===== src/sdc_pkg.sv =====
`default_nettype none
package sdc_pkg;
  // decoded tri-level pin, bridge output state and machine states
  typedef enum logic [1:0] {TRI_LOW, TRI_Z, TRI_HIGH} sdc_tri_t;
  typedef enum logic [1:0] {BR_OFF, BR_DRIVE, BR_FAST, BR_SLOW} sdc_drv_t;
  typedef enum logic [1:0] {C_IDLE, C_BLANK, C_DRIVE, C_DECAY} sdc_cst_t;
  typedef enum logic [1:0] {M_SLEEP, M_WAKE, M_RUN, M_ENTER} sdc_mode_t;
  typedef enum logic {O_OK, O_SHUT} sdc_ost_t;

  // timebase
  localparam int CLK_MHZ = 100;
  localparam int BLANK_A_NS = 900;
  localparam int BLANK_B_NS = 1200;
  localparam int BLANK_C_NS = 1500;
  localparam int BLANK_D_NS = 1800;
  localparam logic [11:0] BLANK_A_CYC = 12'(BLANK_A_NS * CLK_MHZ / 1000);
  localparam logic [11:0] BLANK_B_CYC = 12'(BLANK_B_NS * CLK_MHZ / 1000);
  localparam logic [11:0] BLANK_C_CYC = 12'(BLANK_C_NS * CLK_MHZ / 1000);
  localparam logic [11:0] BLANK_D_CYC = 12'(BLANK_D_NS * CLK_MHZ / 1000);
  localparam int TOFF_LOW_US = 20;
  localparam int TOFF_Z_US = 10;
  localparam int TOFF_HIGH_US = 30;
  localparam logic [11:0] TOFF_LOW_CYC = 12'(TOFF_LOW_US * CLK_MHZ);
  localparam logic [11:0] TOFF_Z_CYC = 12'(TOFF_Z_US * CLK_MHZ);
  localparam logic [11:0] TOFF_HIGH_CYC = 12'(TOFF_HIGH_US * CLK_MHZ);
  localparam int OCP_DEGLITCH_NS = 3000;
  localparam logic [16:0] OCP_CYC = 17'(OCP_DEGLITCH_NS * CLK_MHZ / 1000);
  localparam int SLEEP_US = 1;
  localparam logic [16:0] SLEEP_CYC = 17'(SLEEP_US * CLK_MHZ);
  localparam int WAKE_US = 1000;
  localparam int RETRY_US = 1000;
  localparam logic [3:0] TORQUE_OFF = 4'h8;

  // register map
  localparam logic [7:0] ADDR_CTRL = 8'h00;
  localparam logic [7:0] ADDR_PHASE = 8'h04;
  localparam logic [7:0] ADDR_STAT = 8'h08;
  localparam logic [31:0] CTRL_RST = 32'h0000_0000;
  localparam logic [31:0] PHASE_RST = 32'h0000_0000;

  typedef struct packed {
    logic [18:0] rsvd;
    logic oe_n;
    logic sleep_n;
    logic adaptive_decay_enable;
    logic [1:0] i1;
    logic [1:0] i0;
    logic [1:0] toff;
    logic [1:0] decay_select_high;
    logic [1:0] decay_select_low;
  } sdc_ctrl_t;

  typedef struct packed {
    logic [13:0] rsvd;
    logic rise_b;
    logic rise_a;
    logic [2:0] r1;
    logic [4:0] sine_b;
    logic [2:0] r0;
    logic [4:0] sine_a;
  } sdc_phase_t;

  typedef struct packed {
    sdc_cst_t st;
    logic [11:0] cnt;
    logic [11:0] fast;
    logic [1:0] ovs;
    sdc_drv_t drv;
  } sdc_chop_t;

  typedef struct packed {
    sdc_ctrl_t ctrl;
    sdc_phase_t ph;
    logic [31:0] prdata;
    logic pready;
    logic pslverr;
    sdc_mode_t mode;
    logic [16:0] mcnt;
    logic adaptive;
    logic [1:0] sense_m;
    logic [1:0] sense_s;
    logic hot_m;
    logic hot_s;
    logic uv_m;
    logic uv_s;
    logic tsd;
    logic uvf;
    logic fault_n;
    logic reg_on;
    logic idx_on;
    sdc_chop_t [1:0] ch;
  } sdc_top_t;

  typedef struct packed {
    logic [1:0] lim_m;
    logic [1:0] lim_s;
    sdc_ost_t st;
    logic [16:0] cnt;
    logic shut;
  } sdc_ocp_t;

  // 00 low, 10 high, open pin reads as Z; 11 cannot occur, taken as Z
  function automatic sdc_tri_t tri_dec(input logic [1:0] c);
    unique case (c)
      2'h0: tri_dec = TRI_LOW;
      2'h2: tri_dec = TRI_HIGH;
      default: tri_dec = TRI_Z;
    endcase
  endfunction : tri_dec

  // torque setting 00,0Z,01,Z0,ZZ,Z1,10,1Z,11 as 0..8
  function automatic logic [3:0] torque_idx(input sdc_tri_t hi, input sdc_tri_t lo);
    torque_idx = 4'(3 * int'(hi) + int'(lo));
  endfunction : torque_idx

  function automatic logic [11:0] blank_cyc(input logic [4:0] sine, input logic [3:0] t);
    if (sine >= 5'h10) begin
      blank_cyc = t < 4'h2 ? BLANK_D_CYC : t < 4'h5 ? BLANK_C_CYC :
                  t < 4'h7 ? BLANK_B_CYC : BLANK_A_CYC;
    end else if (sine >= 5'h08) begin
      blank_cyc = t < 4'h3 ? BLANK_C_CYC : t < 4'h6 ? BLANK_B_CYC : BLANK_A_CYC;
    end else if (sine >= 5'h04) begin
      blank_cyc = t < 4'h3 ? BLANK_B_CYC : BLANK_A_CYC;
    end else begin
      blank_cyc = BLANK_A_CYC;
    end
  endfunction : blank_cyc

  function automatic logic [11:0] off_cyc(input sdc_tri_t s);
    unique case (s)
      TRI_LOW: off_cyc = TOFF_LOW_CYC;
      TRI_HIGH: off_cyc = TOFF_HIGH_CYC;
      default: off_cyc = TOFF_Z_CYC;
    endcase
  endfunction : off_cyc
endpackage : sdc_pkg
`default_nettype wire


===== src/sdc_top.sv =====
// The register addresses and the APB slave port were decided locally.
`timescale 1ns/100ps
`default_nettype none
// What this block does
// - decay selects 1,Z: slow rising, 12.5% mixed falling; both 1: fast falling.
// - only three decay settings use mixed decay while current rises.
// - adaptive enable is sampled only when leaving sleep.
// - adaptive: drive longer than blanking gives slow decay.
// - adaptive overshoot: fast one blank, then two, then quarter off time.
// - adaptive undershoot: slow decay until current trips again.
// - sense ignored during blanking, which is also the minimum drive time.
// - blanking table for sine codes 8 to 31 per torque setting.
// - blanking for sine codes 0 to 7 per torque setting.
// - lasting transistor current limit shuts that bridge and asserts fault.
// - after overcurrent, wait retry time, then drive and release fault.
// - overcurrent is per bridge, both switch sides, independent of sense.
// - overheating disables bridges and faults; release after restart.
// - undervoltage resets logic and holds fault until operation resumes.
// - sleep request low: wait entry time, then regulator, indexer, bridges off.
// - after wake request outputs hold until wake time elapses.
// - output enable high disables bridges; logic keeps running.
// - off time 20, 10 or 30 us for low, Z, high select.
// - mixed decay starts fast, then slow for rest of off time.
// - decay select table for the remaining seven combinations.
module sdc_top
  import sdc_pkg::*;
#(
  parameter int WAKE_CYC = WAKE_US * CLK_MHZ, // wake delay
  parameter int RETRY_CYC = RETRY_US * CLK_MHZ // overcurrent retry delay
) (
  input wire logic ref_clk, // 100 MHz timebase
  input wire logic rst_n, // sync reset, low
  input wire logic psel, // apb select
  input wire logic penable, // apb access phase
  input wire logic pwrite, // apb write
  input wire logic [7:0] paddr, // apb byte address
  input wire logic [31:0] pwdata, // apb write data
  output logic [31:0] prdata, // apb read data
  output logic pready, // apb ready
  output logic pslverr, // apb unmapped address
  input wire logic [1:0] winding_sense_input, // sense trip b,a
  input wire logic [1:0] fet_limit_a, // bridge a current limits
  input wire logic [1:0] fet_limit_b, // bridge b current limits
  input wire logic die_hot, // thermal comparator
  input wire logic below_supply_low, // supply under threshold
  output logic [1:0] bridge_a_drive, // bridge a state
  output logic [1:0] bridge_b_drive, // bridge b state
  output logic fault_output_n, // fault, low active
  output logic internal_regulator_on, // regulator enable
  output logic indexer_on // indexer enable
);
  sdc_top_t s_q, s_d;
  sdc_tri_t d0, d1, tf, i0, i1;
  logic [3:0] tq;
  logic [11:0] to;
  logic [1:0] shut, en;
  logic adapt_on, run_ok;
  logic [31:0] stat_w;

  assign d0 = tri_dec(s_q.ctrl.decay_select_low);
  assign d1 = tri_dec(s_q.ctrl.decay_select_high);
  assign tf = tri_dec(s_q.ctrl.toff);
  assign i0 = tri_dec(s_q.ctrl.i0);
  assign i1 = tri_dec(s_q.ctrl.i1);
  assign tq = torque_idx(i1, i0);
  assign to = off_cyc(tf);
  // adaptive only with both selects high
  assign adapt_on = s_q.adaptive && d1 == TRI_HIGH && d0 == TRI_HIGH;

  sdc_ocp #(.RETRY_CYC(RETRY_CYC)) u_ocp_a (
    .ref_clk(ref_clk),
    .rst_n(rst_n),
    .fet_limit(fet_limit_a),
    .shut(shut[0])
  );
  sdc_ocp #(.RETRY_CYC(RETRY_CYC)) u_ocp_b (
    .ref_clk(ref_clk),
    .rst_n(rst_n),
    .fet_limit(fet_limit_b),
    .shut(shut[1])
  );

  // enable gates outputs only; torque 11 means outputs off
  assign run_ok = (s_q.mode == M_RUN || s_q.mode == M_ENTER) && !s_q.ctrl.oe_n &&
                  !s_q.hot_s && !s_q.uv_s && tq != TORQUE_OFF;
  assign en = {run_ok && !shut[1], run_ok && !shut[0]};

  assign stat_w = {16'h0000, s_q.ch[1].ovs, s_q.ch[0].ovs, s_q.uvf, s_q.tsd, shut,
                   s_q.ch[1].drv, s_q.ch[0].drv, s_q.adaptive, s_q.mode, s_q.fault_n};

  // fast part of the fixed decay for the selected mode and current direction
  function automatic logic [11:0] fixed_fast(input sdc_tri_t h, input sdc_tri_t l,
                                             input logic rise, input logic [11:0] tb);
    fixed_fast = 12'h000;
    unique case ({h, l})
      // rows with low high select, and rising rows
      {TRI_LOW, TRI_LOW}: fixed_fast = 12'h000;
      {TRI_LOW, TRI_Z}: fixed_fast = rise ? 12'h000 : to >> 2;
      {TRI_LOW, TRI_HIGH}: fixed_fast = rise ? 12'h000 : tb;
      {TRI_Z, TRI_LOW}: fixed_fast = tb;
      {TRI_Z, TRI_Z}: fixed_fast = to >> 1;
      {TRI_Z, TRI_HIGH}: fixed_fast = to >> 2;
      {TRI_HIGH, TRI_LOW}: fixed_fast = rise ? 12'h000 : to >> 1;
      {TRI_HIGH, TRI_Z}: fixed_fast = rise ? 12'h000 : to >> 3;
      {TRI_HIGH, TRI_HIGH}: fixed_fast = rise ? 12'h000 : to;
      default: fixed_fast = 12'h000;
    endcase
  endfunction : fixed_fast

  always_comb begin
    logic [11:0] tb;
    logic rise;
    logic start;
    logic over;
    logic [1:0] on;
    tb = BLANK_A_CYC;
    rise = 1'b0;
    start = 1'b0;
    over = 1'b0;
    on = 2'h0;
    s_d = s_q;
    // comparator pins pass two flops
    s_d.sense_m = winding_sense_input;
    s_d.sense_s = s_q.sense_m;
    s_d.hot_m = die_hot;
    s_d.hot_s = s_q.hot_m;
    s_d.uv_m = below_supply_low;
    s_d.uv_s = s_q.uv_m;

    // apb: answer one cycle into access, commit on the completing edge
    s_d.pready = 1'b0;
    s_d.pslverr = 1'b0;
    if (psel && penable && !s_q.pready) begin
      s_d.pready = 1'b1;
      unique case (paddr)
        ADDR_CTRL: s_d.prdata = s_q.ctrl;
        ADDR_PHASE: s_d.prdata = s_q.ph;
        ADDR_STAT: s_d.prdata = stat_w;
        default: begin
          s_d.prdata = 32'h0000_0000;
          s_d.pslverr = 1'b1;
        end
      endcase
    end else if (psel && penable && pwrite) begin
      if (paddr == ADDR_CTRL) begin
        s_d.ctrl = pwdata;
      end
      if (paddr == ADDR_PHASE) begin
        s_d.ph = pwdata;
      end
    end

    // operating mode sequencing
    unique case (s_q.mode)
      M_SLEEP: begin
        if (s_q.ctrl.sleep_n) begin
          s_d.mode = M_WAKE;
          s_d.mcnt = 17'(WAKE_CYC - 1);
          s_d.adaptive = s_q.ctrl.adaptive_decay_enable;
        end
      end
      M_WAKE: begin
        // bridges stay off until wake time ends
        if (!s_q.ctrl.sleep_n) begin
          s_d.mode = M_SLEEP;
        end else if (s_q.mcnt == 17'h0) begin
          s_d.mode = M_RUN;
        end else begin
          s_d.mcnt = s_q.mcnt - 17'h1;
        end
      end
      M_RUN: begin
        if (!s_q.ctrl.sleep_n) begin
          s_d.mode = M_ENTER;
          s_d.mcnt = SLEEP_CYC - 17'h1;
        end
      end
      M_ENTER: begin
        // keep running for the entry time
        if (s_q.ctrl.sleep_n) begin
          s_d.mode = M_RUN;
        end else if (s_q.mcnt == 17'h0) begin
          s_d.mode = M_SLEEP;
        end else begin
          s_d.mcnt = s_q.mcnt - 17'h1;
        end
      end
    endcase

    // per-bridge chopper
    for (int b = 0; b < 2; b++) begin
      tb = blank_cyc(b == 1 ? s_q.ph.sine_b : s_q.ph.sine_a, tq);
      rise = b == 1 ? s_q.ph.rise_b : s_q.ph.rise_a;
      start = 1'b0;
      over = 1'b0;
      unique case (s_q.ch[b].st)
        C_IDLE: begin
          if (en[b]) begin
            s_d.ch[b].st = C_BLANK;
            s_d.ch[b].cnt = tb;
          end
        end
        C_BLANK: begin
          // sense looked at only once blanking ends
          if (s_q.ch[b].cnt > 12'h001) begin
            s_d.ch[b].cnt = s_q.ch[b].cnt - 12'h001;
          end else if (s_q.sense_s[b]) begin
            start = 1'b1;
            over = 1'b1;
          end else begin
            s_d.ch[b].st = C_DRIVE;
          end
        end
        C_DRIVE: begin
          if (s_q.sense_s[b]) begin
            start = 1'b1;
          end
        end
        C_DECAY: begin
          // fast portion first, slow for the rest
          if (s_q.ch[b].fast != 12'h000) begin
            s_d.ch[b].fast = s_q.ch[b].fast - 12'h001;
          end
          if (s_q.ch[b].cnt > 12'h001) begin
            s_d.ch[b].cnt = s_q.ch[b].cnt - 12'h001;
          end else begin
            s_d.ch[b].st = C_BLANK;
            s_d.ch[b].cnt = tb;
          end
        end
      endcase
      if (start) begin
        s_d.ch[b].st = C_DECAY;
        s_d.ch[b].cnt = to;
        if (adapt_on) begin
          // saturating overshoot count, cleared on undershoot
          on = !over ? 2'h0 : s_q.ch[b].ovs == 2'h3 ? 2'h3 : s_q.ch[b].ovs + 2'h1;
          s_d.ch[b].ovs = on;
          s_d.ch[b].fast = on == 2'h0 ? 12'h000 : on == 2'h1 ? tb :
                           on == 2'h2 ? 12'(tb << 1) : to >> 2;
        end else begin
          s_d.ch[b].fast = fixed_fast(d1, d0, rise, tb);
        end
      end
      // off on the edge that enters sleep, with the regulator
      if (!en[b] || s_d.mode == M_SLEEP) begin
        s_d.ch[b] = '0;
      end
      s_d.ch[b].drv = s_d.ch[b].st == C_IDLE ? BR_OFF :
                      s_d.ch[b].st != C_DECAY ? BR_DRIVE :
                      s_d.ch[b].fast != 12'h000 ? BR_FAST : BR_SLOW;
    end

    // regulator and indexer off in sleep
    s_d.reg_on = s_d.mode != M_SLEEP;
    s_d.idx_on = s_d.mode != M_SLEEP;
    // thermal fault lags the restart by a cycle
    s_d.tsd = s_q.hot_s;
    // undervoltage resets logic, fault held until running again
    if (s_q.uv_s) begin
      s_d.uvf = 1'b1;
      s_d.mode = M_SLEEP;
      s_d.adaptive = 1'b0;
      s_d.mcnt = 17'h0;
      s_d.ch = '0;
      s_d.reg_on = 1'b0;
      s_d.idx_on = 1'b0;
    end else if (s_q.mode == M_RUN) begin
      s_d.uvf = 1'b0;
    end
    // fault is unlatched and follows its causes
    s_d.fault_n = !(s_q.uv_s || s_q.uvf || s_q.hot_s || s_q.tsd || |shut);
  end

  always_ff @(posedge ref_clk) begin
    if (!rst_n) begin
      s_q <= '0;
      s_q.ctrl <= CTRL_RST;
      s_q.ph <= PHASE_RST;
      s_q.fault_n <= 1'b1;
    end else begin
      s_q <= s_d;
    end
  end

  assign prdata = s_q.prdata;
  assign pready = s_q.pready;
  assign pslverr = s_q.pslverr;
  assign bridge_a_drive = s_q.ch[0].drv;
  assign bridge_b_drive = s_q.ch[1].drv;
  assign fault_output_n = s_q.fault_n;
  assign internal_regulator_on = s_q.reg_on;
  assign indexer_on = s_q.idx_on;

  a_hot_fault: assert property (@(posedge ref_clk) disable iff (!rst_n)
    s_q.hot_s |=> !fault_output_n && bridge_a_drive == BR_OFF)
    else $error("overheat did not fault and stop bridge");
  a_uv_fault: assert property (@(posedge ref_clk) disable iff (!rst_n)
    s_q.uv_s |=> !fault_output_n && !internal_regulator_on)
    else $error("undervoltage did not fault");
  a_sleep_off: assert property (@(posedge ref_clk) disable iff (!rst_n)
    s_q.mode == M_SLEEP |-> !internal_regulator_on && !indexer_on &&
      bridge_a_drive == BR_OFF && bridge_b_drive == BR_OFF)
    else $error("sleep left something on");
  a_wake_hold: assert property (@(posedge ref_clk) disable iff (!rst_n)
    s_q.mode == M_WAKE |-> bridge_a_drive == BR_OFF && bridge_b_drive == BR_OFF)
    else $error("outputs changed during wake time");
  a_oe_off: assert property (@(posedge ref_clk) disable iff (!rst_n)
    s_q.ctrl.oe_n |=> bridge_a_drive == BR_OFF && bridge_b_drive == BR_OFF)
    else $error("disabled bridge still driving");
  a_blank_hold: assert property (@(posedge ref_clk) disable iff (!rst_n)
    (s_q.ch[0].st == C_BLANK && s_q.ch[0].cnt > 12'h001 && en[0] && s_q.mode == M_RUN)
      |=> bridge_a_drive == BR_DRIVE)
    else $error("sense acted inside blanking");
  a_adapt_slow: assert property (@(posedge ref_clk) disable iff (!rst_n)
    (adapt_on && en[0] && s_q.mode == M_RUN && s_q.ch[0].st == C_DRIVE && s_q.sense_s[0])
      |=> bridge_a_drive == BR_SLOW && s_q.ch[0].ovs == 2'h0)
    else $error("long drive not followed by slow decay");
  a_adaptive_decay_enable_sample: assert property (@(posedge ref_clk) disable iff (!rst_n)
    ($changed(s_q.adaptive) && !$past(s_q.uv_s)) |-> $past(s_q.mode) == M_SLEEP)
    else $error("adaptive enable sampled outside sleep exit");
  a_adapt_escalate: assert property (@(posedge ref_clk) disable iff (!rst_n)
    (adapt_on && en[0] && s_q.mode == M_RUN && s_q.ch[0].st == C_BLANK &&
      s_q.ch[0].cnt == 12'h001 && s_q.sense_s[0] && s_q.ch[0].ovs == 2'h0)
      |=> bridge_a_drive == BR_FAST && s_q.ch[0].ovs == 2'h1)
    else $error("first overshoot not followed by fast decay");
  a_ocp_fault: assert property (@(posedge ref_clk) disable iff (!rst_n)
    |shut |=> !fault_output_n)
    else $error("overcurrent shutdown did not assert fault");
endmodule : sdc_top
`default_nettype wire


===== src/sdc_ocp.sv =====
`timescale 1ns/100ps
`default_nettype none
module sdc_ocp
  import sdc_pkg::*;
#(
  parameter int RETRY_CYC = RETRY_US * CLK_MHZ
) (
  input wire logic ref_clk, // timebase
  input wire logic rst_n, // sync reset
  input wire logic [1:0] fet_limit, // high/low side limit, async
  output logic shut // bridge held off
);
  sdc_ocp_t s_q, s_d;

  // deglitch then hold off for the retry time
  always_comb begin
    s_d = s_q;
    s_d.lim_m = fet_limit;
    s_d.lim_s = s_q.lim_m;
    unique case (s_q.st)
      O_OK: begin
        if (|s_q.lim_s) begin
          if (s_q.cnt == OCP_CYC - 17'h1) begin
            s_d.st = O_SHUT;
            s_d.cnt = '0;
          end else begin
            s_d.cnt = s_q.cnt + 17'h1;
          end
        end else begin
          s_d.cnt = '0;
        end
      end
      O_SHUT: begin
        if (s_q.cnt == 17'(RETRY_CYC - 1)) begin
          s_d.st = O_OK;
          s_d.cnt = '0;
        end else begin
          s_d.cnt = s_q.cnt + 17'h1;
        end
      end
    endcase
    s_d.shut = s_d.st == O_SHUT;
  end

  always_ff @(posedge ref_clk) begin
    if (!rst_n) begin
      s_q <= '0;
    end else begin
      s_q <= s_d;
    end
  end

  assign shut = s_q.shut;

  a_ocp_trip: assert property (@(posedge ref_clk) disable iff (!rst_n)
    (s_q.st == O_OK && s_q.cnt == OCP_CYC - 17'h1 && |s_q.lim_s) |=> shut)
    else $error("overcurrent did not shut bridge");
  a_retry_hold: assert property (@(posedge ref_clk) disable iff (!rst_n)
    $rose(shut) |-> shut [*8])
    else $error("bridge released before retry time");
endmodule : sdc_ocp
`default_nettype wire


===== config.mk =====
export PLATFORM = sky130hd
export DESIGN_NAME = sdc_top
export DESIGN_NICKNAME = d
export VERILOG_FILES = /design/src/sdc_pkg.sv /design/src/sdc_top.sv /design/src/sdc_ocp.sv
export SDC_FILE = /design/constraint.sdc
export NUM_CORES = 1
export LEC_CHECK = 0
export BUFFER_PORTS_ARGS = -buffer_cell sky130_fd_sc_hd__clkbuf_2
export CAP_MARGIN = 10
export CORE_UTILIZATION = 45
export DETAILED_ROUTE_END_ITERATION = 16
export GPL_TIMING_DRIVEN = 0
export PLACE_DENSITY_LB_ADDON = 0.1
export SLEW_MARGIN = 15
export SYNTH_ARGS = -nofsm -noshare
export SYNTH_HDL_FRONTEND = slang
export SYNTH_SLANG_ARGS = --single-unit

===== constraint.sdc =====
create_clock -name ref_clk -period 4.34 [get_ports ref_clk]
set_clock_uncertainty 0.15 [all_clocks]
set_input_delay 0.868 -clock ref_clk [delete_from_list [all_inputs] [get_ports ref_clk]]
set_output_delay 0.868 -clock ref_clk [all_outputs]
set_load 0.005 [all_outputs]

==> metrics <==
root buf cell=clkbuf_16; setup violators final=0; via count=13300; area growth from synthesis to layout=13.4%; Lkg Pwr=5.39 nW; WHS Path Cells=1; clk_lat worst skew=560 ps; FFs w/ async S/R, synth=0; period utilization=0.958; drt total wl=41.9 mm; crit path launch=s_q[167]; register bit total from synthesis=about 230; CP Class=reg -> reg; die area=between 30000 and 40000 um2; Worst slew margin=0.216; clock sink count=around 230; Synth cell types=between 70 and 80; grt ovf=0; syn nets=1829; WHS=280 ps; Setup crit end kind=flop; num rows=63; EDFF count, synth=0; CTS tree=built; Primary FF master, synth=dfxtp_1; vias per cell=5.84; clock-pin transition on the worst setup and hold timing paths=60 ps; die width=176 um; Num CTS Buffers=26; unrepaired setup endpoints after global routing=false; Multi-input gate area=8040 um2; Critical Path RT=4670 ps; DRC Markers=0; fillcell total=3035; Pre-antenna DRT Iters=5; most frequent cells in the layout=nand2_1 (270), dfxtp_1 (234), nor2_1 (148); Reg-to-Reg Start=s_q[167]; mux cell area share after synthesis=0.0335; hold path start=u_ocp_a.s_d[20]; post-synthesis adder-cell area fraction=0.0218; cell area power density=between 200 and 300 nW/um2; MaxCap Viol Count=0; GP Congestion=0.911; Reg2Reg Setup Slack=approximately 180 ps; largest net degree at the start of global routing=15; Compound-Gate Fraction of Synth Area=0.225; Slew @ Worst Pin=1170 ps; Hold Path End=u_ocp_a.s_q[20]; antenna viol nets, final=0; dpl cells=2235; status=complete, no violations; Hold Path Class=reg -> reg; Initial Util=0.457; first-pass GRT wire length=between 60 and 70 mm; chip height=around 180 um; Mapped Area=between 10000 and 15000 um2; Total Routing Usage GR=0.268; simple-gate share of the synthesized area=0.279; post-DR wirelength/cell=18.4 um; vias in the first global route=12300; H-tree levels=1; xor/xnor share of the synthesized area=0.0323; CP Max Fanout=10; setup TNS=0 ps; endpoint of the worst register-to-register path=s_q[24]; worst r2r path cells=16; initial antenna violation count=1; Avg Cell Area, Syn=just under 8 um2; fin. max-slew vios=0; Crit path arrival time=between 4000 and 5000 ps; Post-Syn Instances=1753; Ys Warns=0; fin nets=1950; DPL Wire Length=31.4 mm; CTS Hold Bufs=0; Iter 0 DRT Violations=1098; crit start category=flop; final hold vios=0; layout cells sized above 1=0.120; core area=29600 um2; Ports=94; port buffer count=slightly above 90; largest family of logic cells by synthesized area=simple AND/OR/NAND/NOR gates; FF+latch area=4680 um2; fin cells=2281; maximum root-to-sink buffer count=3; Peak VDD IR=0.324 mV; register area share after synthesis=0.345; commonest non-fill, non-tap cell in the layout=nand2_1; Final min period=4160 ps; # diodes=0; Fmax=241 MHz
## through the flow
| step | power (mW) | area, um2 | setup slack (ps) | utilization |
|---|---|---|---|---|
| floorplan | 2.28 | 13600 | 529 | - |
| global placement | 2.34 | 14500 | -106 | 0.489 |
| detailed placement | 2.34 | 14500 | -107 | 0.489 |
| CTS | 4.52 | 15400 | 34.9 | 0.518 |
| global route | 4.61 | 15400 | 3.64 | 0.519 |
| finish | 4.48 | 15400 | 183 | 0.519 |
## cells in the mapped netlist, types with 7 or more instances
| cell type | n | area [um2] |
|---|---|---|
| a22oi_1 | 10 | 75.1 |
| or2_2 | 13 | 81.3 |
| nor4_1 | 21 | 131 |
| mux2_2 | 19 | 214 |
| or3_1 | 16 | 100 |
| and3_1 | 12 | 75.1 |
| a211oi_1 | 34 | 255 |
| a21oi_1 | 76 | 380 |
| nand4_1 | 22 | 138 |
| xor2_1 | 27 | 236 |
| or4b_2 | 7 | 70.1 |
| nand3_1 | 62 | 310 |
| nand2_1 | 270 | 1010 |
| xnor2_1 | 23 | 201 |
| nor2_1 | 149 | 559 |
| nor3_1 | 61 | 305 |
| nor2b_1 | 26 | 163 |
| clkbuf_1 | 105 | 394 |
| o21ai_0 | 69 | 345 |
| buf_4 | 37 | 278 |
| and2_1 | 31 | 194 |
| nor3b_1 | 10 | 75.1 |
| or4_1 | 16 | 120 |
| buf_1 | 7 | 26.3 |
| o211ai_1 | 18 | 135 |
| nand3b_1 | 8 | 60.1 |
| o221ai_1 | 8 | 70.1 |
| a221oi_1 | 12 | 105 |
| o31ai_1 | 8 | 60.1 |
| dfxtp_1 | 234 | 4680 |
| a21boi_0 | 100 | 751 |
| a31oi_1 | 18 | 113 |
| a311oi_1 | 7 | 61.3 |
| nor4b_1 | 8 | 70.1 |
| inv_1 | 38 | 143 |
| nand2b_1 | 19 | 119 |
| a21o_1 | 14 | 105 |
| mux2i_1 | 24 | 240 |
| ha_1 | 22 | 275 |
| o21a_1 | 10 | 75.1 |
## registers in the layout (all words and copies together), names as in the netlist, 2 cells and up
register,count
bridge_a_drive,2
bridge_b_drive,2
prdata,32
s_d,5
s_q,145
u_ocp_a.s_d,2
u_ocp_a.s_q,20
u_ocp_b.s_d,2
u_ocp_b.s_q,20
## power by group
part           internal [mW]  switching (mW)  leakage [nW]
registers               2.16         0.00659          1.89
clock network           1.25           0.934         0.405
logic                 0.0492          0.0819          3.10
total                   3.46            1.02          5.39
## layer usage
metal / GRT usage / vias to the layer above / routed length (um)
met5: 0 / - / 12
li1: - / 6462 / -
met2: 0.437 / 460 / 19400
met3: 0.0303 / 76 / 2560
met4: 0.0808 / 2 / 1190
met1: 0.369 / 6316 / 18800
## how the worst max path moves through the flow
stage / slack (ps) / cells past startpoint / endpoint
floorplan: 530 / 16 / s_q[25]
global placement: -110 / 15 / bridge_b_drive[0]
detailed placement: -110 / 16 / s_q[56]
CTS: 30 / 16 / s_q[24]
global route: 4 / 16 / s_q[24]
finish: 180 / 16 / s_q[24]
## worst max-delay path, cell delays in order, from the launching register on
cell	delay [ps]
dfxtp_1	370
buf_4	200
nor2_4	120
inv_1	60
ha_1	270
ha_1	200
inv_1	70
fa_2	480
nor4b_2	220
nor3_4	260
nor2b_1	90
or3_1	340
buf_2	200
or3_1	350
buf_2	190
or3_1	350
a31oi_1	170
## repair_timing
action                     4_1_cts  5_1_grt
gates resized for setup          3        6
pin swaps                        0        1
setup endpoints to repair        9       10
buffers inserted                 0        1
## kinds of logic (layout without fill, tap and decap cells)
kind of cell	count (synthesis)	in the layout
AO/OA/AOI/OAI	442	442
adder cells (fa/ha/maj)	23	23
XOR/XNOR	50	50
multiplexers	43	43
flip-flops	234	234
AND/OR/NAND/NOR	771	771
buffers and inverters	190	328
## area by class of cell
class | count | share of cell area
clock buffer | 37 | 0.0482
sequential | 234 | 0.305
tap | 390 | 0.0317
clock inverter | 8 | 0.00618
timing repair buffer | 93 | 0.0304
inverter | 39 | 0.00952
buffer | 151 | 0.0463
multi-input combinational | 1329 | 0.523
(Power assumes the default switching activity.)
